`config.mk`:
```
export PLATFORM = sky130hd
export DESIGN_NAME = timer_control_status
export DESIGN_NICKNAME = d
export VERILOG_FILES = /design/src/pin_edge_sync.v /design/src/mode_decode.v /design/src/timer_control_status.v
export VERILOG_INCLUDE_DIRS = /design/src
export SDC_FILE = /design/constraint.sdc
export NUM_CORES = 1
export LEC_CHECK = 0
export BUFFER_PORTS_ARGS = -buffer_cell sky130_fd_sc_hd__buf_2
export CAP_MARGIN = 20
export CORE_MARGIN = 4
export CORE_UTILIZATION = 51
export DETAILED_ROUTE_END_ITERATION = 12
export MAX_ROUTING_LAYER = met4
export PLACE_DENSITY = 0.77
export SYNTH_ARGS = -nofsm -noshare
export SYNTH_HDL_FRONTEND = slang
export SYNTH_HIERARCHICAL = 1
export SYNTH_SLANG_ARGS = --single-unit
```
`constraint.sdc`:
```
create_clock -name CORE_CLK_IN -period 3.5 [get_ports CORE_CLK_IN]
set_input_delay 0.175 -clock CORE_CLK_IN [delete_from_list [all_inputs] [get_ports CORE_CLK_IN]]
set_output_delay 0.175 -clock CORE_CLK_IN [all_outputs]
set_load 0.005 [all_outputs]
```
`src/timer_csr_regs.vh`:
```
/*
  Register offsets, field positions, mode codes and counter limits of one timer
  control/status block. Assumes inclusion by bare name from the design files.
*/
`ifndef TIMER_CSR_REGS_VH
`define TIMER_CSR_REGS_VH

`define TMR_OFS_CTRL        2'h0
`define TMR_OFS_LOAD        2'h1
`define TMR_OFS_COMPARE     2'h2
`define TMR_OFS_COUNT       2'h3

`define TMR_RUN_BIT         0
`define TMR_OVF_IE_BIT      1
`define TMR_CMP_IE_BIT      2
`define TMR_MODE_LSB        4
`define TMR_MODE_MSB        7
`define TMR_CTRL_MASK       24'h00_00F7
`define TMR_CTRL_RESET      24'h00_0000

`define TMR_MODE_GPIO       4'h0
`define TMR_MODE_PULSE      4'h1
`define TMR_MODE_TOGGLE     4'h2
`define TMR_MODE_EVENT      4'h3
`define TMR_MODE_WIDTH      4'h4
`define TMR_MODE_PERIOD     4'h5
`define TMR_MODE_CAPTURE    4'h6
`define TMR_MODE_PWM        4'h7
`define TMR_MODE_WD_PULSE   4'h9
`define TMR_MODE_WD_TOGGLE  4'hA

`define TMR_COUNT_MAX       24'hFF_FFFF
`define TMR_COUNT_ZERO      24'h00_0000

`endif

```
`src/pin_edge_sync.v`:
```
/*
  Two-flop synchroniser with an edge detector behind the second flop.
  Assumes the pin toggles slower than a quarter of the core clock.
*/
module pin_edge_sync (
  input  wire clk_in,
  input  wire reset_in,
  input  wire pin_in,
  output reg  level_out,
  output wire rise_out
);
  reg meta_ff;
  reg last_ff;

  // The first flop feeds only the second, so a metastable value never fans out.
  always @(posedge clk_in or posedge reset_in) begin
    if (reset_in) begin
      meta_ff   <= 1'b0;
      level_out <= 1'b0;
      last_ff   <= 1'b0;
    end else begin
      meta_ff   <= pin_in;
      level_out <= meta_ff;
      last_ff   <= level_out;
    end
  end

  assign rise_out = level_out & ~last_ff;
endmodule // pin_edge_sync

```
`src/mode_decode.v`:
```
/*
  Decodes the 4-bit mode field into clock source, pin direction and mode class.
  Assumes timer 0 when HAS_PIN is 1; other timers accept only mode 0.
*/
`include "timer_csr_regs.vh"
module mode_decode #(
  parameter HAS_PIN = 1
) (
  input  wire [3:0] mode_in,
  output reg        valid_out,
  output reg        ext_clk_out,
  output reg        pin_drive_out,
  output reg        gpio_out,
  output reg        cmp_mode_out
);
  always @* begin
    valid_out     = 1'b1;
    ext_clk_out   = 1'b0;
    pin_drive_out = 1'b0;
    gpio_out      = 1'b0;
    cmp_mode_out  = 1'b0;
    if (HAS_PIN == 0) begin
      valid_out    = (mode_in == `TMR_MODE_GPIO);
      cmp_mode_out = (mode_in == `TMR_MODE_GPIO);
    end else begin
      case (mode_in)
        `TMR_MODE_GPIO: begin
          gpio_out     = 1'b1;
          cmp_mode_out = 1'b1;
        end
        `TMR_MODE_PULSE, `TMR_MODE_TOGGLE: begin
          pin_drive_out = 1'b1;
          cmp_mode_out  = 1'b1;
        end
        `TMR_MODE_EVENT: begin
          ext_clk_out  = 1'b1;
          cmp_mode_out = 1'b1;
        end
        `TMR_MODE_WIDTH, `TMR_MODE_PERIOD, `TMR_MODE_CAPTURE: begin
          valid_out = 1'b1;
        end
        `TMR_MODE_PWM, `TMR_MODE_WD_PULSE, `TMR_MODE_WD_TOGGLE: begin
          pin_drive_out = 1'b1;
          cmp_mode_out  = 1'b1;
        end
        default: begin
          valid_out = 1'b0;
        end
      endcase
    end
  end
endmodule // mode_decode

```
`src/timer_control_status.v`:
```
/*
  Control and status logic of one 24-bit timer/event counter: run bit,
  interrupt enables, mode field, counter, load and compare registers.
  Assumes a simple synchronous register port and a single core clock;
  the shared pin is split into input, output and output enable.
*/
// Behaviour
// - Setting run enables timer and clears counter; clearing run disables it.
// - Run, enables and mode clear on hardware reset or software reset.
// - Timer 0 disabled and not in GPIO mode releases the shared pin.
// - Counter wraps max to zero; overflow interrupt only when its enable set.
// - Timer, PWM, watchdog modes raise compare interrupt on match when enabled.
// - Counter counts up from load value M; interrupt after N-M+1 events.
// - Mode field bits 7..4 select clock source, pin behaviour, operating mode.
// - External clock counts synchronised rising edges of the shared pin.
// - Modes 0-3: timer/GPIO, pulse, toggle on internal clock, event counter.
// - Modes 4-7, 9, 10 use internal clock; 8 and 11-15 reserved.
// - GPIO function of the pin only when mode field is all zero.
// - Timers 1 and 2 support only mode zero.
// - Timer and watchdog modes preload the load value on the first event.
`include "timer_csr_regs.vh"
module timer_control_status #(
  parameter HAS_PIN = 1,
  parameter WIDTH   = 24
) (
  input  wire             CORE_CLK_IN,
  input  wire             RESET_IN,
  input  wire             SOFT_RESET_IN,
  input  wire             TICK_IN,
  input  wire             REG_WRITE_IN,
  input  wire [1:0]       REG_ADDR_IN,
  input  wire [WIDTH-1:0] REG_WDATA_IN,
  output reg  [WIDTH-1:0] REG_RDATA_OUT,
  input  wire             GPIO_DIR_IN,
  input  wire             GPIO_DATA_IN,
  input  wire             PIN_IN,
  output reg              PIN_OUT,
  output wire             PIN_OE_OUT,
  output reg              OVERFLOW_IRQ_OUT,
  output reg              COMPARE_IRQ_OUT
);
  reg  [WIDTH-1:0] ctrl_ff;
  reg  [WIDTH-1:0] load_ff;
  reg  [WIDTH-1:0] compare_ff;
  reg  [WIDTH-1:0] count_ff;
  reg  [WIDTH-1:0] nxt_count;
  reg              primed_ff;
  reg              nxt_primed;
  reg              toggle_ff;
  wire             timer_run_bit;
  wire             overflow_irq_enable;
  wire             compare_irq_enable;
  wire [3:0]       timer_mode_field;
  wire             mode_valid;
  wire             mode_ext_clk;
  wire             mode_pin_drive;
  wire             mode_gpio;
  wire             mode_cmp;
  wire             pin_rise;
  wire             event_tick;
  wire             wrap;
  wire             match;
  wire             run_set;

  assign timer_run_bit       = ctrl_ff[`TMR_RUN_BIT];
  assign overflow_irq_enable = ctrl_ff[`TMR_OVF_IE_BIT];
  assign compare_irq_enable  = ctrl_ff[`TMR_CMP_IE_BIT];
  assign timer_mode_field    = ctrl_ff[`TMR_MODE_MSB:`TMR_MODE_LSB];

  mode_decode #(
    .HAS_PIN (HAS_PIN)
  ) u_decode (
    .mode_in       (timer_mode_field),
    .valid_out     (mode_valid),
    .ext_clk_out   (mode_ext_clk),
    .pin_drive_out (mode_pin_drive),
    .gpio_out      (mode_gpio),
    .cmp_mode_out  (mode_cmp)
  );

  pin_edge_sync u_sync (
    .clk_in    (CORE_CLK_IN),
    .reset_in  (RESET_IN),
    .pin_in    (PIN_IN),
    .level_out (),
    .rise_out  (pin_rise)
  );

  assign event_tick = timer_run_bit & mode_valid & (mode_ext_clk ? pin_rise : TICK_IN);
  assign wrap       = event_tick & primed_ff & (count_ff == `TMR_COUNT_MAX);
  assign match      = event_tick & (nxt_count == compare_ff);
  assign run_set    = REG_WRITE_IN & (REG_ADDR_IN == `TMR_OFS_CTRL)
                      & REG_WDATA_IN[`TMR_RUN_BIT] & ~timer_run_bit;

  always @* begin
    nxt_count  = count_ff;
    nxt_primed = primed_ff;
    if (event_tick) begin
      if (!primed_ff) begin
        nxt_count  = load_ff;
        nxt_primed = 1'b1;
      end else begin
        nxt_count = count_ff + {{(WIDTH-1){1'b0}}, 1'b1};
      end
    end
  end

  // Software reset is synchronous so it cannot glitch the async path.
  always @(posedge CORE_CLK_IN or posedge RESET_IN) begin
    if (RESET_IN) begin
      ctrl_ff          <= `TMR_CTRL_RESET;
      load_ff          <= {WIDTH{1'b0}};
      compare_ff       <= {WIDTH{1'b0}};
      count_ff         <= {WIDTH{1'b0}};
      primed_ff        <= 1'b0;
      toggle_ff        <= 1'b0;
      OVERFLOW_IRQ_OUT <= 1'b0;
      COMPARE_IRQ_OUT  <= 1'b0;
    end else if (SOFT_RESET_IN) begin
      ctrl_ff          <= `TMR_CTRL_RESET;
      count_ff         <= {WIDTH{1'b0}};
      primed_ff        <= 1'b0;
      toggle_ff        <= 1'b0;
      OVERFLOW_IRQ_OUT <= 1'b0;
      COMPARE_IRQ_OUT  <= 1'b0;
    end else begin
      if (REG_WRITE_IN && REG_ADDR_IN == `TMR_OFS_CTRL) begin
        ctrl_ff <= REG_WDATA_IN & `TMR_CTRL_MASK;
      end
      if (REG_WRITE_IN && REG_ADDR_IN == `TMR_OFS_LOAD) begin
        load_ff <= REG_WDATA_IN;
      end
      if (REG_WRITE_IN && REG_ADDR_IN == `TMR_OFS_COMPARE) begin
        compare_ff <= REG_WDATA_IN;
      end
      if (run_set) begin
        count_ff  <= `TMR_COUNT_ZERO;
        primed_ff <= 1'b0;
      end else begin
        count_ff  <= nxt_count;
        primed_ff <= nxt_primed;
      end
      OVERFLOW_IRQ_OUT <= wrap & overflow_irq_enable;
      COMPARE_IRQ_OUT  <= match & mode_cmp & compare_irq_enable;
      if (match && mode_pin_drive) begin
        toggle_ff <= ~toggle_ff;
      end
    end
  end

  assign PIN_OE_OUT = (HAS_PIN != 0) &
                      ((mode_gpio & GPIO_DIR_IN) | (timer_run_bit & mode_pin_drive));

  always @* begin
    if (mode_gpio) begin
      PIN_OUT = GPIO_DATA_IN;
    end else begin
      PIN_OUT = toggle_ff;
    end
  end

  always @* begin
    case (REG_ADDR_IN)
      `TMR_OFS_CTRL:    REG_RDATA_OUT = ctrl_ff;
      `TMR_OFS_LOAD:    REG_RDATA_OUT = {WIDTH{1'b0}};
      `TMR_OFS_COMPARE: REG_RDATA_OUT = compare_ff;
      default:          REG_RDATA_OUT = count_ff;
    endcase
  end
endmodule // timer_control_status

```
==> flow_summary.json <==
{
  "placedInstanceArea_mm2": 0.00652,
  "timing.critical_path.max_delay_family": "simple AND/OR/NAND/NOR gates",
  "wire_length_of_the_first_global_routing_pass_um": 32900,
  "total_wirelength_of_the_detailed_routed_design_um": 21600,
  "status": "completed",
  "area_delta_synth_final_pct": 18.5,
  "synthesis.nets": 683,
  "postCtsSetupRepairBufs": 0,
  "synth_largest_type_area_fraction_pct": 36.9,
  "slowest_delay_ns": 0.57,
  "clock_tree.root_cell": "sky130_fd_sc_hd__clkbuf_16",
  "synth_enable_flop_cells": 0,
  "slowest_stage": "sky130_fd_sc_hd__or4b_1",
  "final_report_hold_violation_count": 0,
  "route.detailed.wl_per_inst_um": 24.9,
  "mappedNetlistArea_mm2": 0.00582,
  "total_power_mw": 3.01,
  "drv_cap": 0,
  "clk_path_buf_depth": 2,
  "die_x_um": 115,
  "cp_data_required_time_ns": 3.74,
  "setup_viol_count_final": 0,
  "grt_antenna_before_repair": 1,
  "layout_setup_ws_ns": 0.113,
  "finalCritPeriodShare_pct": 96.8,
  "fp.coreArea_mm2": 0.0110,
  "drt_drc": 0,
  "avgViaCountPerCell": 6.65,
  "grt_overflow_total": 0,
  "p_leak_nw": 2.89,
  "die-area_mm2": 0.0132,
  "numClockSinks": 86,
  "path_cells": "xnor2_1 -> o21ai_1 -> and2_2 -> nand2_1 -> buf_4 -> a22oi_1 -> or2_2 -> o2111ai_1 -> or4b_1 -> nor4_2 -> mux2_1",
  "share_of_synthesized_area_occupied_by_flip_flops_and_latches_pct": 36.9,
  "tightestPinTransition_ns": 0.702,
  "vdd.ir_drop.worst_uv": 317,
  "worstPathBufferInverterCount": 1,
  "fmaxAchievable_mhz": 295,
  "synth-main-ff-cell": "sky130_fd_sc_hd__dfrtp_1",
  "postSynthRegisterBits": 86,
  "drt-pass1-iter-count": 5,
  "ys.warnings.count": 6,
  "crit_path_end_kind": "register",
  "power_density_mw_per_mm2": 435,
  "tritoncts": "done",
  "detailroute.via_count": 5770,
  "design.final.nets": 757,
  "skew_ns": 0.00842,
  "synthesis.area_per_instance_um2": 8.99,
  "io_buffer_count": 61,
  "number_of_buffers_created_by_cts": 9,
  "critPathArrivalTime_ns": 3.62,
  "synth.area.top_cells": "sky130_fd_sc_hd__dfrtp_1 37%, sky130_fd_sc_hd__mux2_2 9.9%, sky130_fd_sc_hd__mux2i_1 4.0%, sky130_fd_sc_hd__nand2_1 3.4%, sky130_fd_sc_hd__nor2_1 3.0%",
  "setup.worst_path.start_class": "register",
  "synthDominantAreaCellType": "sky130_fd_sc_hd__dfrtp_1",
  "ys_types": 76,
  "grt_pass1_vias": 5545,
  "asyncSetResetFlopFracSynth_pct": 100,
  "path_clk_slew_ns": 0.07,
  "first_iteration_detailed_routing_drc_count": 725,
  "initial_utilization_pct": 52.8,
  "globalplace.congestion": 1.03,
  "num_rows": 38,
  "clock_tree.htree_level_count": 3,
  "die-height_um": 115,
  "report.final.slew_viol_count": 0,
  "fraction_of_final_layout_cells_sized_beyond_drive_strength_1_pct": 28.5,
  "place.detailed.hpwl_um": 16300,
  "layout.cell_area.non_filler_mm2": 0.00690,
  "grt_start_max_net_pins": 36,
  "timing.max_slew.rel_slack_pct": 53.2,
  "final_period_demand_of_the_worst_path_ns": 3.39,
  "clock_latency_ns": 0.36,
  "post_synth_inst_count": 648,
  "worstPathMaxFanout": 12,
  "final.setup.tns_ns": 0,
  "worstSetupPathType": "reg2reg",
  "groute.usage.overall_pct": 34.4,
  "num_io_pins": 62,
  "final_design_utilization_pct": 62.6,
  "final_antenna_net_count": 0,
  "min-delay-path-class": "in2reg",
  "preCtsSetupSlack_ns": 0.0666
}
where the power goes:
group	internal, mW	leakage [nW]	switching (mW)
Sequential	1.12	1.10	0.172
Clock	0.599	0.153	0.436
Combinational	0.318	1.64	0.357
Total	2.04	2.89	0.965
flip-flops by register name, summed over array words and instances (netlist names):
signal and flops:
u_sync/level_out 1, u_sync/last_ff 1, compare_ff 24, count_ff 24
primed_ff 1, u_sync/meta_ff 1, ctrl_ff 7, OVERFLOW_IRQ_OUT 1
load_ff 24, COMPARE_IRQ_OUT 1, toggle_ff 1
layout make-up:
cell class	instances	area, um^2
tap	140	175
clock inverter	5	63.8
timing repair buffer	114	733
multi-input combinational	489	3440
fill	941	4130
clock buffer	11	253
inverter	22	83.8
sequential	86	2150
antenna	1	2.50
final timing paths:
check | startpoint | endpoint | slack, ns | cells after the start
max in group asynchronous | RESET_IN | count_ff[14]$_DFF_PP0_ | 2.41 | 4
worst max register to register | ctrl_ff[5]$_DFFE_PP0P_ | toggle_ff$_DFFE_PP0P_ | 0.11 | 11
worst max-delay path | ctrl_ff[5]$_DFFE_PP0P_ | toggle_ff$_DFFE_PP0P_ | 0.11 | 11
worst min-delay path | REG_WDATA_IN[23] | load_ff[23]$_DFFE_PP0P_ | 0.04 | 3
worst min register to register | u_sync/meta_ff$_DFF_PP0_ | u_sync/level_out$_DFF_PP0_ | 0.36 | 0
min in group asynchronous | RESET_IN | u_sync/meta_ff$_DFF_PP0_ | 0.25 | 3
cells by family (layout without fill, tap and decap cells):
kind of cell             Yosys count  after routing  synth area share (%)
AND/OR/NAND/NOR                  255            255                  24.1
AO/OA/AOI/OAI                    144            144                  17.4
flip-flops                        86             86                  36.9
multiplexers                      75             75                  14.0
buffers and inverters             73            152                  5.22
XOR/XNOR                          14             14                  2.11
adder cells (fa/ha/maj)            1              1                 0.215
other                              0              1                     0
per-layer routing:
metal | track usage [%] | up-vias | wire (um)
met5 | - | - | 0
met4 | 14.3 | 0 | 749
met3 | 6.89 | 49 | 1890
met2 | 49.3 | 357 | 9500
met1 | 47.6 | 2791 | 9480
li1 | - | 2573 | -
Yosys cell counts (all sizes together), types with 3 or more instances:
| master | n |
|---|---|
| and4 | 4 |
| o22ai | 8 |
| a31oi | 10 |
| inv | 22 |
| mux2i | 23 |
| nand3b | 7 |
| and3 | 5 |
| xor2 | 6 |
| nand4b | 7 |
| a211oi | 10 |
| nor4 | 14 |
| a22o | 9 |
| xnor2 | 8 |
| o21ai | 23 |
| or4 | 5 |
| a311oi | 3 |
| buf | 22 |
| dfrtp | 86 |
| a211o | 3 |
| mux2 | 52 |
| nor2b | 24 |
| a21oi | 31 |
| o32ai | 3 |
| nand2 | 53 |
| nor3 | 29 |
| a221oi | 6 |
| nand2b | 6 |
| or3 | 4 |
| o2111ai | 3 |
| and2 | 4 |
| nand4 | 17 |
| nor2 | 46 |
| clkbuf | 29 |
| nand3 | 22 |
tightest hold or removal path, cell delays in order:
cell and delay (ns):
sky130_fd_sc_hd__buf_2 0.09, sky130_fd_sc_hd__nand2_1 0.04, sky130_fd_sc_hd__o21ai_0 0.06
placed cells by master (no fill, tap or decap), drive strengths merged, types with 5 or more instances in the layout:
master and instances:
a31oi 10, clkbuf 11, dfrtp 86, nand3b 7
inv 23, nand2b 6, xor2 6, a211oi 10
a21oi 31, o22ai 8, xnor2 8, buf 112
nand3 22, or4 5, o21ai 23, mux2i 23
nor2b 24, nor2 46, mux2 52, and3 5
nand4b 7, nor4 14, a221oi 6, nand4 17
nand2 53, nor3 29, a22o 9
what timing repair did:
item                       in CTS  in global routing
gates resized for setup         0                  9
hold buffers                    2                  0
setup endpoints to repair       0                  1
hold endpoints to repair       20                  0
stage by stage:
stage | hold slack (ns) | instances
floorplan | -0.0714 | 648
global placement | 0.0569 | 849
detailed placement | 0.0630 | 849
CTS | 0.0315 | 867
global route | 0.0389 | 868
finish | 0.0382 | 868
(Power assumes the default switching activity.)
